**config.mk**
```make
export PLATFORM = sky130hd
export DESIGN_NAME = adc_config_and_accumulator
export DESIGN_NICKNAME = d
export VERILOG_FILES = /design/src/adc_cfg_pkg.sv /design/src/conv_link_if.sv /design/src/sar_clock_divider.sv /design/src/result_formatter.sv /design/src/adc_config_and_accumulator.sv
export SDC_FILE = /design/constraint.sdc
export NUM_CORES = 1
export LEC_CHECK = 0
export BUFFER_PORTS_ARGS = -buffer_cell sky130_fd_sc_hd__buf_2
export CAP_MARGIN = 20
export CORE_ASPECT_RATIO = 0.9
export CORE_MARGIN = 5
export CORE_UTILIZATION = 56
export DETAILED_ROUTE_END_ITERATION = 16
export PLACE_DENSITY = 0.81
export SYNTH_ARGS = -nofsm -noshare
export SYNTH_HDL_FRONTEND = slang
export SYNTH_SLANG_ARGS = --single-unit
export TNS_END_PERCENT = 30
```
**constraint.sdc**
```tcl
create_clock -name clk_i -period 3 [get_ports clk_i]
set_clock_uncertainty 0.05 [all_clocks]
set_input_delay 0.6 -clock clk_i [delete_from_list [all_inputs] [get_ports clk_i]]
set_output_delay 0.6 -clock clk_i [all_outputs]
set_load 0.005 [all_outputs]
```
**src/adc_cfg_pkg.sv**
```systemverilog
// Shared constants, types and decode helpers for the converter configuration block.
`default_nettype none
package adc_cfg_pkg;
    // Wishbone byte address width; register index sits in bits [9:2].
    localparam int unsigned WB_ADR_W = 10;
    localparam int unsigned WB_DAT_W = 32;
    localparam int unsigned IDX_LSB = 2;
    // Register indices; the byte address is four times the index.
    localparam logic [7:0] IDX_ACC_CFG = 8'hBA;
    localparam logic [7:0] IDX_CONV_CFG = 8'hBC;
    localparam logic [7:0] IDX_RES_LO = 8'hBD;
    localparam logic [7:0] IDX_RES_HI = 8'hBE;
    // Reset values.
    localparam logic [7:0] CONV_CFG_RST = 8'hF8;
    localparam logic [7:0] ACC_CFG_RST = 8'h00;
    // Converter configuration fields.
    localparam int unsigned CF_SC_HI = 7;
    localparam int unsigned CF_SC_LO = 3;
    localparam int unsigned CF_8BIT = 2;
    localparam int unsigned CF_TM = 1;
    localparam int unsigned CF_GAIN = 0;
    // Accumulator configuration fields.
    localparam int unsigned AC_AE = 6;
    localparam int unsigned AC_SJ_HI = 5;
    localparam int unsigned AC_SJ_LO = 3;
    localparam int unsigned AC_RPT_HI = 2;
    localparam int unsigned AC_RPT_LO = 0;
    // Conversion timing in conversion-clock cycles.
    localparam logic [3:0] TRACK_CLKS = 4'h3;
    localparam logic [3:0] BITS_TEN = 4'hA;
    localparam logic [3:0] BITS_EIGHT = 4'h8;
    // Low-power oscillator rate, kept for reference by software divider math.
    localparam int unsigned LP_OSC_FREQ_MHZ = 20;
    // Result formatting.
    localparam logic [2:0] SJ_LEFT = 3'h4;
    localparam int unsigned LEFT_SHIFT = 6;
    // Sequencer states.
    typedef enum logic [1:0] {
        ST_IDLE = 2'b00,
        ST_TRACK = 2'b01,
        ST_CONVERT = 2'b10
    } seq_state_e;
    // Repeat code to number of conversions; reserved codes fall back to one.
    function automatic logic [6:0] rpt_to_count(input logic [2:0] code);
        unique case (code)
            3'h1: rpt_to_count = 7'h04;
            3'h2: rpt_to_count = 7'h08;
            3'h3: rpt_to_count = 7'h10;
            3'h4: rpt_to_count = 7'h20;
            3'h5: rpt_to_count = 7'h40;
            default: rpt_to_count = 7'h01;
        endcase
    endfunction
endpackage
`default_nettype wire

```
**src/conv_link_if.sv**
```systemverilog
// Internal carrier between the configuration block, its divider and its result formatter.
`timescale 1ns/1ps
`default_nettype none
interface conv_link_if;
    logic src_tick; // One divider source edge this cycle.
    logic restart; // Holds the divider at phase zero.
    logic [4:0] divider; // Divide by this value plus one.
    logic sar_tick; // One conversion-clock cycle elapsed.
    logic [15:0] acc; // Raw accumulator.
    logic [2:0] fmt; // Shift and justify code.
    logic eight_bit; // Eight-bit resolution selected.
    logic [15:0] formatted; // Value as software reads it.
    modport div_mp (input src_tick, input restart, input divider, output sar_tick);
    modport fmt_mp (input acc, input fmt, input eight_bit, output formatted);
    modport ctl_mp (output src_tick, output restart, output divider, input sar_tick,
                    output acc, output fmt, output eight_bit, input formatted);
endinterface
`default_nettype wire

```
**src/sar_clock_divider.sv**
```systemverilog
// Conversion clock divider counting source edges.
`timescale 1ns/1ps
`default_nettype none
module sar_clock_divider (
    input wire logic clk_i,
    input wire logic rst_i,
    conv_link_if.div_mp link
);
    import adc_cfg_pkg::*;

    // Whole state of the divider.
    typedef struct packed {
        logic [4:0] cnt;
        logic tick;
    } div_s;

    div_s q;
    div_s d;

    assign link.sar_tick = q.tick;

    // A tick is issued on the source edge that completes divider+1 edges.
    always_comb begin
        d = q;
        d.tick = 1'b0;
        if (link.restart) begin
            d.cnt = '0;
        end else if (link.src_tick) begin
            if (q.cnt == link.divider) begin // RULE1
                d.cnt = '0;
                d.tick = 1'b1;
            end else begin
                d.cnt = q.cnt + 5'h01;
            end
        end
    end

    // State register.
    always_ff @(posedge clk_i or posedge rst_i) begin
        if (rst_i) begin
            q <= '0;
        end else begin
            q <= d;
        end
    end

    // A tick always follows a source edge seen with the count at the divider value.
    property p_tick_cause;
        @(posedge clk_i) disable iff (rst_i)
        link.sar_tick |-> $past(link.src_tick) && ($past(q.cnt) == $past(link.divider));
    endproperty
    a_tick_cause: assert property (p_tick_cause) else $error("Conversion tick without full divide."); // RULE1
endmodule
`default_nettype wire

```
**src/result_formatter.sv**
```systemverilog
// Read-path shift, justification and eight-bit masking of the accumulator.
`timescale 1ns/1ps
`default_nettype none
module result_formatter (
    conv_link_if.fmt_mp link
);
    import adc_cfg_pkg::*;

    // The accumulator itself is never shifted; only the view software reads is.
    always_comb begin
        if (link.fmt == SJ_LEFT) begin // RULE11
            link.formatted = link.acc << LEFT_SHIFT;
        end else if (!link.fmt[2]) begin // RULE11
            link.formatted = link.acc >> link.fmt[1:0];
        end else begin
            link.formatted = link.acc;
        end
        if (link.eight_bit) begin // RULE14
            link.formatted[7:0] = 8'h00;
        end
    end
endmodule
`default_nettype wire

```
**src/adc_config_and_accumulator.sv**
```systemverilog
// Converter configuration, conversion sequencing and result accumulator with a Wishbone slave.
//
// Operation
// RULE1: Conversion clock is source over divider plus one.
// RULE2: Source is system clock, or oscillator in burst.
// RULE3: Software rounds divider setting upward.
// RULE4: Resolution bit picks ten or eight bits.
// RULE5: Normal track: convert straight after start.
// RULE6: Delayed track: three conversion clocks first.
// RULE7: Gain bit picks half or unity gain.
// RULE8: Accumulate bit sums results outside burst mode.
// RULE9: Software zeroes result bytes to restart sum.
// RULE10: Accumulate bit is write-only, reads zero.
// RULE11: Format field shifts or left-justifies reads.
// RULE12: Burst repeat field sets conversions per start.
// RULE13: Software keeps repeat zero outside burst mode.
// RULE14: Eight-bit mode zeroes low bits, low byte.
// RULE15: Burst delayed track precedes every conversion.
// RULE16: Low result byte write loads accumulator directly.
// RULE17: Burst enable picks clock source and repeats.
// RULE18: Accumulator stores raw sums; format on read.
// RULE19: Reserved configuration top bit reads zero.
//
// Chosen here: the Wishbone interface to the registers.
`timescale 1ns/1ps
`default_nettype none
module adc_config_and_accumulator (
    input wire logic clk_i,
    input wire logic rst_i,
    input wire logic wb_cyc_i,
    input wire logic wb_stb_i,
    input wire logic wb_we_i,
    input wire logic [adc_cfg_pkg::WB_ADR_W-1:0] wb_adr_i,
    input wire logic [3:0] wb_sel_i,
    input wire logic [adc_cfg_pkg::WB_DAT_W-1:0] wb_dat_i,
    output logic [adc_cfg_pkg::WB_DAT_W-1:0] wb_dat_o,
    output logic wb_ack_o,
    input wire logic burst_mode_enable_i,
    input wire logic adc_enable_i,
    input wire logic conv_start_i,
    input wire logic lp_osc_i,
    input wire logic [9:0] conv_result_i,
    output logic conversion_clock_o,
    output logic tracking_o,
    output logic converting_o,
    output logic eight_bit_select_o,
    output logic gain_select_o,
    output logic conv_done_o,
    output logic burst_done_o
);
    import adc_cfg_pkg::*;

    // Whole state of the block in one record.
    typedef struct packed {
        logic [7:0] conv_cfg; // Divider, resolution, track mode and gain.
        logic accum_en; // Write-only accumulate enable.
        logic [2:0] sj_fmt; // Shift and justify code.
        logic [2:0] rpt; // Burst repeat code.
        logic [15:0] acc; // Raw sixteen-bit accumulator.
        seq_state_e st; // Conversion sequencer state.
        logic [3:0] step_cnt; // Conversion clocks left in this phase.
        logic [6:0] reps_left; // Conversions left in this start.
        logic in_burst; // Burst mode latched at the start event.
        logic ack; // Wishbone acknowledge.
        logic [31:0] rdata; // Registered read data.
        logic osc_meta; // First synchroniser stage of the oscillator.
        logic osc_sync; // Second synchroniser stage.
        logic osc_prev; // Previous synchronised level for edge detect.
        logic conv_done; // One conversion finished.
        logic burst_done; // Whole start sequence finished.
    } state_s;

    localparam state_s STATE_RST = '{conv_cfg: CONV_CFG_RST, st: ST_IDLE, default: '0};

    state_s q;
    state_s d;

    conv_link_if link ();

    // Decoding of the register index, shared by the read and write paths.
    function automatic logic reg_hit(input logic [WB_ADR_W-1:0] adr, input logic [7:0] idx);
        reg_hit = (adr[WB_ADR_W-1:IDX_LSB] == idx);
    endfunction

    // Conversion clocks needed for the bits of one conversion.
    function automatic logic [3:0] bit_clocks(input logic eight);
        bit_clocks = eight ? BITS_EIGHT : BITS_TEN;
    endfunction

    logic req; // New bus request not yet acknowledged.
    logic wr; // Write taking effect at this edge.
    logic burst_sel; // Burst mode as seen this cycle.
    logic osc_rise; // Rising edge of the synchronised oscillator.
    logic delayed; // Delayed track mode selected.
    logic eight; // Eight-bit mode selected.
    logic [15:0] sample; // Finished conversion, widened.

    // The divider and the formatter sit on the internal carrier.
    sar_clock_divider u_div (
        .clk_i(clk_i),
        .rst_i(rst_i),
        .link(link.div_mp)
    );

    result_formatter u_fmt (
        .link(link.fmt_mp)
    );

    // Oscillator edges only count in burst; otherwise every system clock counts.
    assign osc_rise = q.osc_sync & ~q.osc_prev;
    assign burst_sel = burst_mode_enable_i;
    assign link.src_tick = burst_sel ? osc_rise : 1'b1; // RULE2 RULE17
    // Holding the divider while idle makes every sequence start on a fresh phase.
    assign link.restart = (q.st == ST_IDLE);
    assign link.divider = q.conv_cfg[CF_SC_HI:CF_SC_LO]; // RULE1
    assign link.acc = q.acc;
    assign link.fmt = q.sj_fmt;
    assign link.eight_bit = q.conv_cfg[CF_8BIT];

    assign delayed = q.conv_cfg[CF_TM];
    assign eight = q.conv_cfg[CF_8BIT];
    // Eight-bit conversions never produce the two lowest bits.
    assign sample = eight ? {6'h00, conv_result_i[9:2], 2'b00} : {6'h00, conv_result_i}; // RULE14

    // Bus handshake: one request cycle, then a registered acknowledge.
    assign req = wb_cyc_i & wb_stb_i & ~q.ack;
    assign wr = q.ack & wb_cyc_i & wb_stb_i & wb_we_i & wb_sel_i[0];

    // Outputs come straight from flip-flops or the divider register, except the two state flags decoded from the state.
    assign wb_dat_o = q.rdata;
    assign wb_ack_o = q.ack;
    assign conversion_clock_o = link.sar_tick;
    assign tracking_o = (q.st != ST_CONVERT);
    assign converting_o = (q.st == ST_CONVERT);
    assign eight_bit_select_o = eight; // RULE4
    assign gain_select_o = q.conv_cfg[CF_GAIN]; // RULE7
    assign conv_done_o = q.conv_done;
    assign burst_done_o = q.burst_done;

    // Next-state logic for bus, configuration, accumulator and sequencer.
    always_comb begin
        d = q;
        d.osc_meta = lp_osc_i;
        d.osc_sync = q.osc_meta;
        d.osc_prev = q.osc_sync;
        d.conv_done = 1'b0;
        d.burst_done = 1'b0;
        d.ack = req;

        // Read data is captured with the request; unmapped indices read zero.
        if (req) begin
            d.rdata = '0;
            if (reg_hit(wb_adr_i, IDX_CONV_CFG)) begin
                d.rdata[7:0] = q.conv_cfg;
            end else if (reg_hit(wb_adr_i, IDX_ACC_CFG)) begin
                // The accumulate bit and the reserved bit always read low.
                d.rdata[7:0] = {1'b0, 1'b0, q.sj_fmt, q.rpt}; // RULE10 RULE19
            end else if (reg_hit(wb_adr_i, IDX_RES_LO)) begin
                d.rdata[7:0] = link.formatted[7:0]; // RULE18
            end else if (reg_hit(wb_adr_i, IDX_RES_HI)) begin
                d.rdata[7:0] = link.formatted[15:8]; // RULE18
            end
        end

        // Writes take effect at the acknowledge edge; lane zero carries the byte.
        if (wr) begin
            if (reg_hit(wb_adr_i, IDX_CONV_CFG)) begin
                d.conv_cfg = wb_dat_i[7:0];
            end else if (reg_hit(wb_adr_i, IDX_ACC_CFG)) begin
                // Bit seven is dropped so the reserved position stays zero.
                d.accum_en = wb_dat_i[AC_AE];
                d.sj_fmt = wb_dat_i[AC_SJ_HI:AC_SJ_LO];
                d.rpt = wb_dat_i[AC_RPT_HI:AC_RPT_LO];
            end else if (reg_hit(wb_adr_i, IDX_RES_LO)) begin
                d.acc[7:0] = wb_dat_i[7:0]; // RULE16
            end else if (reg_hit(wb_adr_i, IDX_RES_HI)) begin
                d.acc[15:8] = wb_dat_i[7:0];
            end
        end

        // Sequencer; a finished conversion overrides a result write in the same cycle.
        unique case (q.st)
            ST_IDLE: begin
                // Outside burst the converter must be enabled; in burst it powers itself.
                if (conv_start_i && (adc_enable_i || burst_sel)) begin
                    d.in_burst = burst_sel;
                    d.reps_left = burst_sel ? rpt_to_count(q.rpt) : 7'h01; // RULE12 RULE17
                    if (burst_sel) begin
                        d.acc = '0;
                    end
                    if (delayed) begin
                        d.st = ST_TRACK; // RULE6
                        d.step_cnt = TRACK_CLKS;
                    end else begin
                        d.st = ST_CONVERT; // RULE5
                        d.step_cnt = bit_clocks(eight);
                    end
                end
            end
            ST_TRACK: begin
                // Sample capacitor keeps tracking until the delay has run out.
                if (link.sar_tick) begin
                    if (q.step_cnt == 4'h1) begin
                        d.st = ST_CONVERT;
                        d.step_cnt = bit_clocks(eight); // RULE4
                    end else begin
                        d.step_cnt = q.step_cnt - 4'h1;
                    end
                end
            end
            ST_CONVERT: begin
                if (link.sar_tick) begin
                    if (q.step_cnt == 4'h1) begin
                        d.conv_done = 1'b1;
                        // Sums wrap at sixteen bits; 64 ten-bit samples cannot overflow.
                        if (q.in_burst || q.accum_en) begin
                            d.acc = q.acc + sample; // RULE8 RULE12 RULE18
                        end else begin
                            d.acc = sample; // RULE8
                        end
                        if (q.reps_left == 7'h01) begin
                            d.st = ST_IDLE;
                            d.burst_done = 1'b1;
                        end else begin
                            d.reps_left = q.reps_left - 7'h01;
                            // In delayed track mode each further conversion gets its own tracking delay.
                            if (delayed) begin
                                d.st = ST_TRACK; // RULE15
                                d.step_cnt = TRACK_CLKS;
                            end else begin
                                d.step_cnt = bit_clocks(eight);
                            end
                        end
                    end else begin
                        d.step_cnt = q.step_cnt - 4'h1;
                    end
                end
            end
            default: begin
                // The unused code recovers to idle.
                d.st = ST_IDLE;
            end
        endcase
    end

    // State register.
    always_ff @(posedge clk_i or posedge rst_i) begin
        if (rst_i) begin
            q <= STATE_RST;
        end else begin
            q <= d;
        end
    end

    // Outside burst the divider sees every system clock.
    property p_src_sysclk;
        @(posedge clk_i) disable iff (rst_i)
        !burst_mode_enable_i |-> link.src_tick;
    endproperty
    a_src_sysclk: assert property (p_src_sysclk) else $error("Divider source not the system clock."); // RULE2

    // Normal track goes straight to conversion with the full bit count.
    property p_normal_track;
        @(posedge clk_i) disable iff (rst_i)
        (q.st == ST_IDLE && conv_start_i && adc_enable_i && !delayed)
        |=> (q.st == ST_CONVERT) && (q.step_cnt == bit_clocks($past(eight)));
    endproperty
    a_normal_track: assert property (p_normal_track) else $error("Normal track did not convert at once."); // RULE5

    // Delayed track waits three conversion clocks before the conversion.
    property p_delayed_track;
        @(posedge clk_i) disable iff (rst_i)
        (q.st == ST_IDLE && conv_start_i && (adc_enable_i || burst_mode_enable_i) && delayed)
        |=> (q.st == ST_TRACK) && (q.step_cnt == TRACK_CLKS);
    endproperty
    a_delayed_track: assert property (p_delayed_track) else $error("Delayed track count wrong."); // RULE6

    // Every entry into conversion carries the bit count of the chosen resolution.
    property p_bit_count;
        @(posedge clk_i) disable iff (rst_i)
        (q.st != ST_CONVERT) ##1 (q.st == ST_CONVERT) |-> (q.step_cnt == bit_clocks($past(eight)));
    endproperty
    a_bit_count: assert property (p_bit_count) else $error("Conversion bit count wrong."); // RULE4

    // A repeated burst conversion in delayed mode passes through tracking first.
    property p_burst_retrack;
        @(posedge clk_i) disable iff (rst_i)
        (q.st == ST_CONVERT && link.sar_tick && q.step_cnt == 4'h1 && q.reps_left != 7'h01 && delayed)
        |=> (q.st == ST_TRACK) && (q.step_cnt == TRACK_CLKS);
    endproperty
    a_burst_retrack: assert property (p_burst_retrack) else $error("No tracking between burst conversions."); // RULE15

    // Without accumulation outside burst, the result is the latest sample alone.
    property p_latest_only;
        @(posedge clk_i) disable iff (rst_i)
        (q.st == ST_CONVERT && link.sar_tick && q.step_cnt == 4'h1 && !q.in_burst && !q.accum_en)
        |=> (q.acc == $past(sample));
    endproperty
    a_latest_only: assert property (p_latest_only) else $error("Latest result not stored."); // RULE8

    // The accumulator configuration reads with its top two bits low.
    property p_acc_cfg_read;
        @(posedge clk_i) disable iff (rst_i)
        (req && reg_hit(wb_adr_i, IDX_ACC_CFG)) |=> wb_ack_o && (wb_dat_o[7:6] == 2'b00);
    endproperty
    a_acc_cfg_read: assert property (p_acc_cfg_read) else $error("Write-only or reserved bit read high."); // RULE10

    // A low result byte write lands in the accumulator unless a conversion ends or a burst starts then.
    property p_low_write;
        @(posedge clk_i) disable iff (rst_i)
        (wr && reg_hit(wb_adr_i, IDX_RES_LO) && !(q.st == ST_CONVERT && link.sar_tick && q.step_cnt == 4'h1)
            && !(q.st == ST_IDLE && conv_start_i && burst_mode_enable_i))
        |=> (q.acc[7:0] == $past(wb_dat_i[7:0]));
    endproperty
    a_low_write: assert property (p_low_write) else $error("Low result byte write lost."); // RULE16

    // A burst start loads the conversions left with the count for the repeat code.
    property p_burst_len;
        @(posedge clk_i) disable iff (rst_i)
        (q.st == ST_IDLE && conv_start_i && burst_mode_enable_i)
        |=> (q.reps_left == rpt_to_count($past(q.rpt)));
    endproperty
    a_burst_len: assert property (p_burst_len) else $error("Burst repeat count wrong."); // RULE12
endmodule
`default_nettype wire

```
## Word level (Yosys, flattened, before mapping)

Cells that the tools add are included.

| storage, ports and cells | value |
|---|---|
| bits in registers | 65 |
| bits of input ports | 65 |
| output and inout bits | 40 |
| word-level logic and storage cells | 116 |

| cells by class | value |
|---|---|
| $add $sub $neg | 4 |
| equality and inequality tests | 24 |
| shift-type cells | 1 |
| muxes and demuxes | 46 |
| bitwise gates (word level) | 10 |
| reductions and logical operators | 13 |

Operators with widths:

| cell | number |
|---|---|
| $mux 16 | 7 |
| $mux 8 | 8 |
| $pmux 7 s5 | 1 |
| $eq 8x8->1 const B | 4 |
| $pmux 16 s2 | 1 |
| $mux 30 | 1 |
| $mux 29 | 1 |
| $mux 18 | 1 |
| $mux 6 | 3 |
| $add 16x10->16 | 1 |
| $mux 2 | 8 |
| $shr 16x2->16 | 1 |
| $mux 7 | 2 |
| $pmux 7 s2 | 1 |
| $mux 4 | 3 |
| $pmux 4 s3 | 1 |
| $mux 11 | 1 |
| $mux 5 | 2 |
| $reduce_and 5->1 | 2 |
| $eq 3x3->1 const B | 3 |
| $ne 2x1->1 const B | 4 |
| $and 1x1->1 | 7 |
| $eq 7x1->1 const B | 1 |
| $sub 7x1->7 const B | 1 |
| other kinds (22) | 33 |

## Logic depth before layout (Yosys ltp)

Gate-level depths: netlist (run 1).

| depth | value |
|---|---|
| depth in word-level cells | 9 |
| depth in mapped cells | 10 |
| mapped depth without buffers | 10 |

## Modules after synthesis

From an unflattened synthesis (run 1), not the netlist that was laid out.

| second synthesis, totals | value |
|---|---|
| cell total of the unflattened synthesis | 599 |
| area total of the unflattened synthesis | 5227.5 µm² |

By module, submodules not included:

| module | instances | cells an instance | area each (µm²) | seq. area each (µm²) |
|---|---|---|---|---|
| adc_config_and_accumulator | 1 | 439 | 4001.3 | 1482.7 |
| result_formatter | 1 | 123 | 855.8 | 0.0 |
| sar_clock_divider | 1 | 37 | 370.4 | 150.1 |

## Worst setup path before layout (run 1)

No wires, ideal clock.

| timing | value |
|---|---|
| path kind | input to register |
| start point | input port conv_result_i[0] |
| end point | register q, in the netlist link.acc[10] |
| library setup time | 83 ps |
| data arrival time | 2298 ps |
| data required time | 2867 ps |
| setup slack | 568 ps |
| stages | 10 |
| buffers on the path | 0 |
| cell sequence | nor2b_1 -> ha_1 -> inv_1 -> fa_1 -> nor2b_1 -> o2111a_1 -> or3_1 -> o211ai_1 -> xor2_1 -> o22ai_1 |

RTL lines:

| element | line | text |
|---|---|---|
| from (decl) | adc_config_and_accumulator.sv:42 | `input wire logic [9:0] conv_result_i,` |
| to (signal assigned) | adc_config_and_accumulator.sv:249 | `q <= STATE_RST;` |
| to (signal assigned) | adc_config_and_accumulator.sv:251 | `q <= d;` |
| to (decl) | adc_config_and_accumulator.sv:75 | `state_s q;` |

==> results of run 1 <==
## worst max-delay path, cell delays in order, from the launching register on
cell      delay (ps)
dfrtp_1          400
nor2b_1          170
ha_1             220
inv_1             70
fa_1             400
nor2b_1          220
o2111a_1         260
or3_1            240
o211ai_1         130
xor2_1           150
o22ai_1          150
## cells in the final DEF (no fill, tap or decap), types with 19 or more instances in the layout
cell     Yosys  routed
nand2_1     48      48
o21ai_0     51      51
mux2i_1     21      21
buf_2        9      51
nor2_1      39      39
ha_1        19      19
inv_1       25      24
a21oi_1     37      37
dfrtp_1     60      60
conb_1       1      24
## registers in the layout (all words and copies together) (netlist names)
signal,count
burst_done_o,1
conv_done_o,1
d,2
delayed,1
eight_bit_select_o,1
gain_select_o,1
link.acc,16
link.divider,5
link.fmt,3
q,19
u_div.link.sar_tick,1
u_div.q,5
wb_ack_o,1
wb_dat_o,8
## final cells by class
cell class                 instances  area (um2)
fill                             746        3210
clock buffer                      11         141
tap                              119         149
multi-input combinational        466        3050
timing repair buffer              64         353
inverter                          25        93.8
clock inverter                     5        55.1
sequential                        65        1630
## how the worst min path moves through the flow
stage	startpoint	to	slack, ps	cells past startpoint
6_report	d[3]$_DFF_PP0_	d[2]$_DFF_PP0_	310	0
5_1_grt	lp_osc_i	d[3]$_DFF_PP0_	310	1
4_1_cts	lp_osc_i	d[3]$_DFF_PP0_	310	1
2_1_floorplan	d[3]$_DFF_PP0_	d[2]$_DFF_PP0_	280	0
3_5_place_dp	d[3]$_DFF_PP0_	d[2]$_DFF_PP0_	300	0
3_3_place_gp	d[3]$_DFF_PP0_	d[2]$_DFF_PP0_	280	0
## routing by layer
layer / wire [um] / vias up
li1: - / 2200
met1: 5920 / 2255
met2: 6330 / 301
met3: 1230 / 58
met4: 518 / 0
met5: 0 / -
## stage by stage
| step | hold slack [ps] | utilization (%) | std cells | total power [mW] | area (um2) |
|---|---|---|---|---|---|
| 2_1_floorplan | 281 | - | 616 | 1.95 | 5140 |
| 3_3_place_gp | 282 | 60.8 | 739 | 2.21 | 5280 |
| 3_5_place_dp | 296 | 60.8 | 739 | 2.26 | 5280 |
| 4_1_cts | 306 | 63.0 | 755 | 3.03 | 5480 |
| 5_1_grt | 308 | 63.0 | 755 | 3.23 | 5480 |
| 6_report | 308 | 63.0 | 755 | 3.05 | 5480 |
## kinds of logic after synthesis
family,Yosys count,synth area share [%]
AOI/OAI and AO/OA,190,24.3
xor gates and xnor gates,15,2.60
adders and majority gates,20,5.10
buffers and inverters,85,9.06
DFF,65,32.3
muxes,40,8.61
other,1,0.0742
and+or+nand+nor,177,18.0
## power breakdown
part | total, mW | internal, mW | switching, mW
sequential | 1.12 | 0.974 | 0.147
combinational | 1.16 | 0.460 | 0.705
clock | 0.760 | 0.404 | 0.356
==> run summary, run 1 <==
Outcome: finished clean
Power density over cell area: 556 mW/mm2
Final setup TNS: 0 ps
Initial DRC count: 437
Hold Crit Class: flop to flop
Share of the synthesized area in the top cell type: 29.7%
Clk sinks: 65
Critical path startpoint category: flop
Post-CTS resize count: 0
Postcts setup bufs: 0
Synth Area per Inst: 8.53 um2
Vias in the first global route: 4645
Fin crit period: 2560 ps
Post-CTS Hold Buffers: 0
Ys flop type: dfrtp_1
Gr ovfl total: 0
Critical Path End: link.acc[10]$_DFF_PP0_
Seq/Total Area, Yosys: 32.3%
Max FO, Critical Path: 5
Synth unique cells: 72
RSZ-0062 raised after global routing: false
Area growth, synth to finish: 8.31%
Gr busiest metal: met2
Slew Viols, Final: 0
# IOs: 105
Dpl hpwl: 10.4 mm
Synth Register Bits: 65
Clock slew at reported path FFs: 80 ps
Initial antenna violation count: 0
Die width: 110 um
Rows: 32
DP Worst Slack: 193 ps
TritonCTS Buffers: 9
Fin. Hold Viols: 0
Routed wire length per instance: 18.5 um
Die Footprint: 0.0110 mm2
Met2 Use GR: 39.4%
Worst Path Arrival: 2770 ps
GR Util All Layers: 26.1%
Reg2reg start: eight_bit_select_o$_DFFE_PP0P_
Count leader, synth: dfrtp_1
M3 GR Usage: 5.27%
Normalized max-slew margin: 36.5%
DRC: 0
Synth area leader: dfrtp_1
Setup violations, final: 0
Achievable frequency: 0.390 GHz
Core ar.: 0.00869 mm2
Nets: 716
Max-Cap Viols: 0
Cells after Synth: 593
Clock root cell: clkbuf_8
Clk_lat worst skew: 340 ps
Worst setup EP type: flop
GPL Wtd Cong: 0.968
DR vias: 4814
Period utilisation layout: 85.4%
TritonCTS clock tree: built
Layout cells sized above 1: 17.6%
Port Buffers: 51
Register-to-register path setup slack: 440 ps
LEAKAGE: 2.45 nW
Worst Path Required: 3210 ps
YS warnings: 0
Synth top cells by count: dfrtp_1, o21ai_0, nand2_1
Max Buffers Root-to-Sink: 2
# diodes: 0
Global-route wire length before repair: 22.8 mm
Post-synth EDFFs: 0
DR pass1 iterations: 7
H-tree depth: 3
Reg-to-Reg End: link.acc[10]$_DFF_PP0_
Peak VDD IR: 240 uV
Routed Antenna Nets: 0
Tightest Pin Transition: 951 ps
WL final: 14.0 mm
Worst R2R Path Depth: 10
Via density: 6.38
Top area cells in the synthesized netlist: dfrtp_1, o21ai_0, buf_4
PnR worst setup slack: 437 ps
Synthesized area: 0.00506 mm2
M1 GR Usage: 36.0%
Critical path class: flop to flop
Crit path from: eight_bit_select_o$_DFFE_PP0P_
Starting Density: 58.2%
Chip Height: 100 um
FFs w/ async S/R, synth: 100%
Pin count of the biggest net entering global routing: 48
Note: power is estimated with default switching activity, not from simulation.
==> run 2: changes to the inputs <==
==> constraint.sdc (replaced) <==
create_clock -name clk_i -period 2.9 [get_ports clk_i]
set_clock_uncertainty 0.05 [all_clocks]
set_input_delay 0.58 -clock clk_i [delete_from_list [all_inputs] [get_ports clk_i]]
set_output_delay 0.58 -clock clk_i [all_outputs]
set_load 0.005 [all_outputs]
==> run 2 against run 1 <==
Via count down 3.8%. Flip-flop and latch count unchanged. Critical path depth is 3 lower. Critical endpoint unchanged.
==> run summary, run 2 (synthesis gave the netlist of run 1 again) <==
Outcome: finished clean (unchanged)
Crit-path cells: ha_1 -> a21o_1 -> or4_1 -> or3_1 -> o211ai_1 -> xor2_1 -> o22ai_1 (was nor2b_1 -> ha_1 -> inv_1 -> fa_1 -> nor2b_1 -> o2111a_1 -> or3_1 -> o211ai_1 -> xor2_1 -> o22ai_1)
Switching share of power: 40.2% (was 39.7%)
DR pass1 iterations: 7 (unchanged)
Clock slew at reported path FFs: 80 ps (about the same)
Met2 Wirelength: 5.95 mm (was 6.33 mm)
Worst R2R Path Depth: 7 (was 10)
Non-Filler Instances: 755 (unchanged)
# placed instances: 739 (unchanged)
Fin crit period: 2530 ps (was 2560 ps)
Clk_lat worst skew: 350 ps (was 340 ps)
Wire length on met1: 5.76 mm (was 5.92 mm)
GR Util All Layers: 25.1% (was 26.1%)
Worst setup EP type: flop (unchanged)
Layout fillers: 775 (was 746)
Hold WS: 234 ps (was 308 ps)
Highest Signal Layer: met4 (unchanged)
Met3 wire len: 1.33 mm (was 1.23 mm)
Port Buffers: 51 (unchanged)
LEAKAGE: 2.46 nW (was 2.45 nW)
Fin. Hold Viols: 0 (unchanged)
GPL Wtd Cong: 0.918 (was 0.968)
Initial DRC count: 376 (was 437)
Clk sinks: 65 (unchanged)
Dpl hpwl: 9.99 mm (was 10.4 mm)
RSZ-0062 raised after global routing: false (unchanged)
Pin count of the biggest net entering global routing: 66 (was 48)
Max incr delay on CP: 570 ps (was 400 ps)
Routed wire length per instance: 17.7 um (was 18.5 um)
P_int: 1.87 mW (was 1.84 mW)
Biggest register: q (unchanged)
Clock root cell: clkbuf_8 (unchanged)
Initial antenna violation count: 0 (unchanged)
Die Footprint: 0.0110 mm2 (unchanged)
Most frequent cells in the layout: dfrtp_1, o21ai_0, buf_2 (unchanged)
Worst Path Arrival: 2680 ps (was 2770 ps)
Max FO, Critical Path: 9 (was 5)
Final setup TNS: 0 ps (unchanged)
Area growth, synth to finish: 8.51% (was 8.31%)
Tightest Pin Transition: 692 ps (was 951 ps)
Register-to-register path setup slack: 370 ps (was 440 ps)
Achievable frequency: 0.396 GHz (was 0.390 GHz)
Die width: 110 um (unchanged)
Power density over cell area: 570 mW/mm2 (was 556 mW/mm2)
Rows: 32 (unchanged)
WL final: 13.4 mm (was 14.0 mm)
Comb power frac: 37.9% (was 38.2%)
DRC: 0 (unchanged)
Clock power frac: 25.0% (was 24.9%)
# IOs: 105 (unchanged)
Slew Viols, Final: 0 (unchanged)
Via density: 6.13 (was 6.38)
Max reg flops: 19 (unchanged)
Layout cells sized above 1: 17.8% (was 17.6%)
Worst Path Required: 3060 ps (was 3210 ps)
DR vias: 4630 (was 4814)
TritonCTS Buffers: 9 (unchanged)
Critical path class: flop to flop (unchanged)
Post-CTS resize count: 0 (unchanged)
Max-Cap Viols: 0 (unchanged)
Period utilisation layout: 87.1% (was 85.4%)
Starting Density: 58.2% (unchanged)
Commonest non-fill, non-tap cell in the layout: dfrtp_1 (unchanged)
Hold Crit Class: input pin to async pin (was flop to flop)
Routed Antenna Nets: 0 (unchanged)
Normalized max-slew margin: 53.5% (was 36.5%)
Nets: 716 (unchanged)
Setup violations, final: 0 (unchanged)
Critical path startpoint category: flop (unchanged)
Global-route wire length before repair: 21.7 mm (was 22.8 mm)
Peak VDD IR: 270 uV (was 240 uV)
Chip Height: 100 um (unchanged)
H-tree depth: 3 (unchanged)
Gr ovfl total: 0 (unchanged)
Post-CTS Hold Buffers: 0 (unchanged)
Vias in the first global route: 4359 (was 4645)
# diodes: 0 (unchanged)
Core ar.: 0.00869 mm2 (unchanged)
Reg area: 0.00163 mm2 (unchanged)
Reg-to-Reg End: link.acc[10]$_DFF_PP0_ (unchanged)
TritonCTS clock tree: built (unchanged)
Critical-path top delay cell: dfrtp_1 (unchanged)
Reg2reg start: link.acc[7]$_DFF_PP0_ (was eight_bit_select_o$_DFFE_PP0P_)
Max Buffers Root-to-Sink: 2 (unchanged)
Register share of total power: 37.1% (was 36.8%)
Switching power: 1.26 mW (was 1.21 mW)
Area of the multi-input gates: 0.00305 mm2 (unchanged)
Postcts setup bufs: 0 (unchanged)
## run 2: cell count changes in the layout (fill, tap and decap cells not counted), sizes merged
| cell | change |
|---|---|
| inv | +1 |
| clkbuf | -2 |
| clkinvlp | -1 |
| clkinv | +2 |
## run 2: cell type report
| type | instances | share of cell area [%] |
|---|---|---|
| clock inverters | 7 | 1.28 |
| multi-input cells | 466 | 55.6 |
| clock buffers | 9 | 2.26 |
| well taps | 119 | 2.71 |
| inverters | 25 | 1.71 |
| repair buffers | 64 | 6.66 |
| flip-flops and latches | 65 | 29.8 |
## run 2: how the worst max path moves through the flow
stage / from / to / slack, ps / cells past startpoint
CTS: link.acc[7]$_DFF_PP0_ / link.acc[10]$_DFF_PP0_ / 420 / 7
global route: q[47]$_DFFE_PP0P_ / q[39]$_DFFE_PP0P_ / 190 / 8
floorplan: conv_result_i[0] / link.acc[10]$_DFF_PP0_ / 490 / 10
detailed placement: conv_result_i[0] / link.acc[10]$_DFF_PP0_ / 190 / 11
global placement: conv_result_i[0] / link.acc[10]$_DFF_PP0_ / 220 / 11
finish: link.acc[7]$_DFF_PP0_ / link.acc[10]$_DFF_PP0_ / 370 / 7
## run 2: worst max-delay path, delay by kind of cell (launching register included)
kind,cells,cell delay (ps)
xor gates and xnor gates,1,170
and+or+nand+nor,2,800
DFF,1,570
AOI/OAI and AO/OA,3,440
adders and majority gates,1,370
## run 2: metrics by stage
stage / cell area, um2 / util, % / total power [mW] / setup WS, ps
after CTS: 5490 / 63.1 / 3.11 / 419
after global routing: 5490 / 63.1 / 3.34 / 187
final: 5490 / 63.1 / 3.13 / 373
after floorplan: 5140 / - / 2.02 / 488
after global placement: 5290 / 60.9 / 2.28 / 224
after detailed placement: 5290 / 60.9 / 2.33 / 186
## run 2: layer usage
layer  global-route usage [%]  vias to the layer above
met4                     9.00                        0
met2                     37.8                      213
met5                        0                        -
met3                     5.85                       34
met1                     35.3                     2179
li1                         -                     2204
## run 2: power by group through the flow
| stage | clock [mW] | sequential, mW | combinational, mW |
|---|---|---|---|
| after floorplan | 0 | 1.11 | 0.910 |
| after global placement | 0 | 1.16 | 1.12 |
| after detailed placement | 0 | 1.17 | 1.16 |
| after CTS | 0.782 | 1.16 | 1.17 |
| after global routing | 0.831 | 1.18 | 1.33 |
| final | 0.783 | 1.16 | 1.19 |
==> run 3: changes to the inputs <==
--- a/config.mk
+++ b/config.mk
@@ -5,6 +5,7 @@
 export SDC_FILE = /design/constraint.sdc
 export NUM_CORES = 1
 export LEC_CHECK = 0
+export ABC_AREA = 1
 export BUFFER_PORTS_ARGS = -buffer_cell sky130_fd_sc_hd__buf_2
 export CAP_MARGIN = 20
 export CORE_ASPECT_RATIO = 0.9
==> run 3 against run 2 <==
Via count grew 12%. Largest power group is now sequential cells. Critical path depth grew 5. Clock-buffer cell count grew 1. Total power shrank 16%. Worst setup slack gained 240 ps. Sequential share of layout area shrank 0.94 points. Clock power grew 4.0%. Largest cell class unchanged. Synthesized area grew 3.5%. Flip-flop and latch count is the same. Register-to-register slack gained 240 ps. Final cell count grew 26%.
==> run summary, run 3 <==
Outcome: finished clean (unchanged)
Global-route wire length before repair: 23.2 mm (was 21.7 mm)
RSZ-0062 raised after global routing: false (unchanged)
Register share of total power: 39.3% (was 37.1%)
Post-CTS resize count: 0 (unchanged)
Slew Viols, Final: 0 (unchanged)
Gr ovfl total: 0 (unchanged)
Synth Area per Inst: 6.73 um2 (was 8.53 um2)
Total chip power: 2.64 mW (was 3.13 mW)
Area growth, synth to finish: 8.22% (was 8.51%)
Die width: 112 um (was 110 um)
FFs w/ async S/R, synth: 100% (unchanged)
Most frequent CP cell: nand2_1
Final setup TNS: 0 ps (unchanged)
Critical path class: flop to flop (unchanged)
Routed wire length per instance: 14.8 um (was 17.7 um)
P_int: 1.65 mW (was 1.87 mW)
Period utilisation layout: 78.9% (was 87.1%)
Top area cells in the synthesized netlist: dfrtp_1, nand2_1, inv_1 (was dfrtp_1, o21ai_0, buf_4)
# diodes: 0 (unchanged)
Chip Height: 102 um (was 100 um)
Comb power frac: 29.9% (was 37.9%)
Reg2reg start: eight_bit_select_o$_DFFE_PP0P_ (was link.acc[7]$_DFF_PP0_)
Fin. Hold Viols: 0 (unchanged)
Starting Density: 57.4% (was 58.2%)
Clock root cell: clkbuf_8 (unchanged)
Initial antenna violation count: 0 (unchanged)
Critical path startpoint category: flop (unchanged)
Non-Filler Instances: 949 (was 755)
Max Buffers Root-to-Sink: 2 (unchanged)
DR vias: 5190 (was 4630)
# placed instances: 933 (was 739)
Normalized max-slew margin: 58.8% (was 53.5%)
Layout fillers: 877 (was 775)
Max-Cap Viols: 0 (unchanged)
DR pass1 iterations: 5 (was 7)
Critical-path top delay cell: dfrtp_1 (unchanged)
Max incr delay on CP: 410 ps (was 570 ps)
Switching share of power: 37.6% (was 40.2%)
Register-to-register path setup slack: 610 ps (was 370 ps)
Layout cells sized above 1: 15.2% (was 17.8%)
Clk sinks: 65 (unchanged)
Synth unique cells: 45 (was 72)
Worst Path Arrival: 2460 ps (was 2680 ps)
TritonCTS clock tree: built (unchanged)
Peak VDD IR: 324 uV (was 270 uV)
Count leader, synth: nand2_1 (was dfrtp_1)
Worst setup EP type: flop (unchanged)
DRC: 0 (unchanged)
Synth area leader: dfrtp_1 (unchanged)
GR Util All Layers: 25.2% (was 25.1%)
Synth top cells by count: nand2_1, inv_1, dfrtp_1 (was dfrtp_1, o21ai_0, nand2_1)
LEAKAGE: 2.92 nW (was 2.46 nW)
# IOs: 105 (unchanged)
YS warnings: 0 (unchanged)
Routed Antenna Nets: 0 (unchanged)
Port Buffers: 51 (unchanged)
Postcts setup bufs: 0 (unchanged)
Ys flop type: dfrtp_1 (unchanged)
Post-CTS Hold Buffers: 0 (unchanged)
WL final: 14.0 mm (was 13.4 mm)
Vias in the first global route: 4732 (was 4359)
Clock slew at reported path FFs: 90 ps (was 80 ps)
Worst R2R Path Depth: 12 (was 7)
Pin count of the biggest net entering global routing: 66 (unchanged)
Synth Register Bits: 65 (unchanged)
Share of the synthesized area in the top cell type: 28.7% (was 29.7%)
Clock power frac: 30.8% (was 25.0%)
Nets: 907 (was 716)
H-tree depth: 3 (unchanged)
Fin crit period: 2290 ps (was 2530 ps)
Post-synth EDFFs: 0 (unchanged)
Via density: 5.47 (was 6.13)
Synthesized area: 0.00524 mm2 (was 0.00506 mm2)
GPL Wtd Cong: 0.935 (was 0.918)
TritonCTS Buffers: 9 (unchanged)
Power density over cell area: 466 mW/mm2 (was 570 mW/mm2)
Dpl hpwl: 10.9 mm (was 9.99 mm)
Rows: 33 (was 32)
Setup violations, final: 0 (unchanged)
Biggest register: q (unchanged)
Max reg flops: 19 (unchanged)
Most frequent cells in the layout: nand2_1, inv_1, dfrtp_1 (was dfrtp_1, o21ai_0, buf_2)
Reg-to-Reg End: link.acc[8]$_DFF_PP0_ (was link.acc[10]$_DFF_PP0_)
Commonest non-fill, non-tap cell in the layout: nand2_1 (was dfrtp_1)
Hold Crit Class: input pin to async pin (unchanged)
Die Footprint: 0.0114 mm2 (was 0.0110 mm2)
Seq/Total Area, Yosys: 31.2% (was 32.3%)
Initial DRC count: 381 (was 376)
Cells after Synth: 778 (was 593)
Switching power: 0.993 mW (was 1.26 mW)
Achievable frequency: 0.437 GHz (was 0.396 GHz)
Core ar.: 0.00913 mm2 (was 0.00869 mm2)
Crit path from: eight_bit_select_o$_DFFE_PP0P_ (was link.acc[7]$_DFF_PP0_)
Crit-path cells: nor2_1 -> ha_1 -> inv_1 -> fa_1 -> inv_1 -> nand3_1 -> nand2_1 -> nand2_1 -> nand3_1 -> nand2_1 -> o21ai_0 -> o21ai_0 (was ha_1 -> a21o_1 -> or4_1 -> or3_1 -> o211ai_1 -> xor2_1 -> o22ai_1)
Hold WS: 218 ps (was 234 ps)
Max FO, Critical Path: 4 (was 9)
Tightest Pin Transition: 617 ps (was 692 ps)
Worst Path Required: 3070 ps (was 3060 ps)
Clk_lat worst skew: 350 ps (about the same)
==> run 3: changes by cell type in the layout (fill, tap and decap cells not counted), sizes merged, moves of 20 or more <==
cell and delta:
o21ai +50, nand2 +180, nand3 +39, nor2 +20, inv +68, mux2i -20
==> run 3: cell type report <==
class	instances	area [um2]	area share (%)
clock buffer	10	138	2.43
clock inverter	6	66.3	1.17
inverter	95	357	6.29
multi-input combinational	595	3010	53.2
sequential	65	1630	28.8
tap	122	153	2.69
timing repair buffer	56	305	5.39
==> run 3: kinds of logic (layout without fill, tap and decap cells) <==
| family | after synthesis | count (layout) | synth area share, % |
|---|---|---|---|
| xor+xnor | 11 | 11 | 1.84 |
| flops | 65 | 65 | 31.2 |
| mux | 1 | 1 | 0.191 |
| compound gates | 170 | 170 | 17.9 |
| simple gates | 369 | 369 | 31.0 |
| fa+ha+maj | 20 | 20 | 4.92 |
| other cells | 1 | 24 | 0.0716 |
| buf+inv | 141 | 167 | 12.9 |
==> run 3: metal layers <==
metal	vias to the layer above	wire (um)	GRT usage, %
met1	2382	6480	35.6
met3	19	1130	4.72
met5	-	0	0
li1	2573	-	-
met2	216	6220	40.4
met4	0	210	5.89
==> run 3: worst max-delay path by stage <==
stage                                   to  slack (ps)  cells past startpoint
floorplan           burst_done_o$_DFF_PP0_         650                      1
global placement     link.acc[8]$_DFF_PP0_         460                     14
detailed placement   link.acc[8]$_DFF_PP0_         390                     14
CTS                             tracking_o         640                      4
global route         link.acc[8]$_DFF_PP0_         410                     12
finish               link.acc[8]$_DFF_PP0_         610                     12
==> run 3: metrics by stage <==
stage                     util [%]  instance area [um2]  worst slack (ps)
final                         62.1                 5670               613
after global routing          62.1                 5670               410
after CTS                     62.1                 5670               636
after detailed placement      59.9                 5460               387
after global placement        59.9                 5460               462
after floorplan                  -                 5320               652
==> run 3: power groups by stage <==
stage | combinational [mW] | sequential (mW) | clock (mW)
after global placement | 0.754 | 1.05 | 0
after global routing | 0.899 | 1.05 | 0.863
final | 0.791 | 1.04 | 0.814
after detailed placement | 0.780 | 1.05 | 0
after floorplan | 0.626 | 1.03 | 0
after CTS | 0.783 | 1.04 | 0.822
==> run 3: worst max-delay path: cells and delay by family, from the launching register on <==
kind                       cells  cell delay [ps]
buffers and inverters          2              160
and+or+nand+nor                6              600
DFF                            1              410
adders and majority gates      2              640
AOI/OAI and AO/OA              2              290
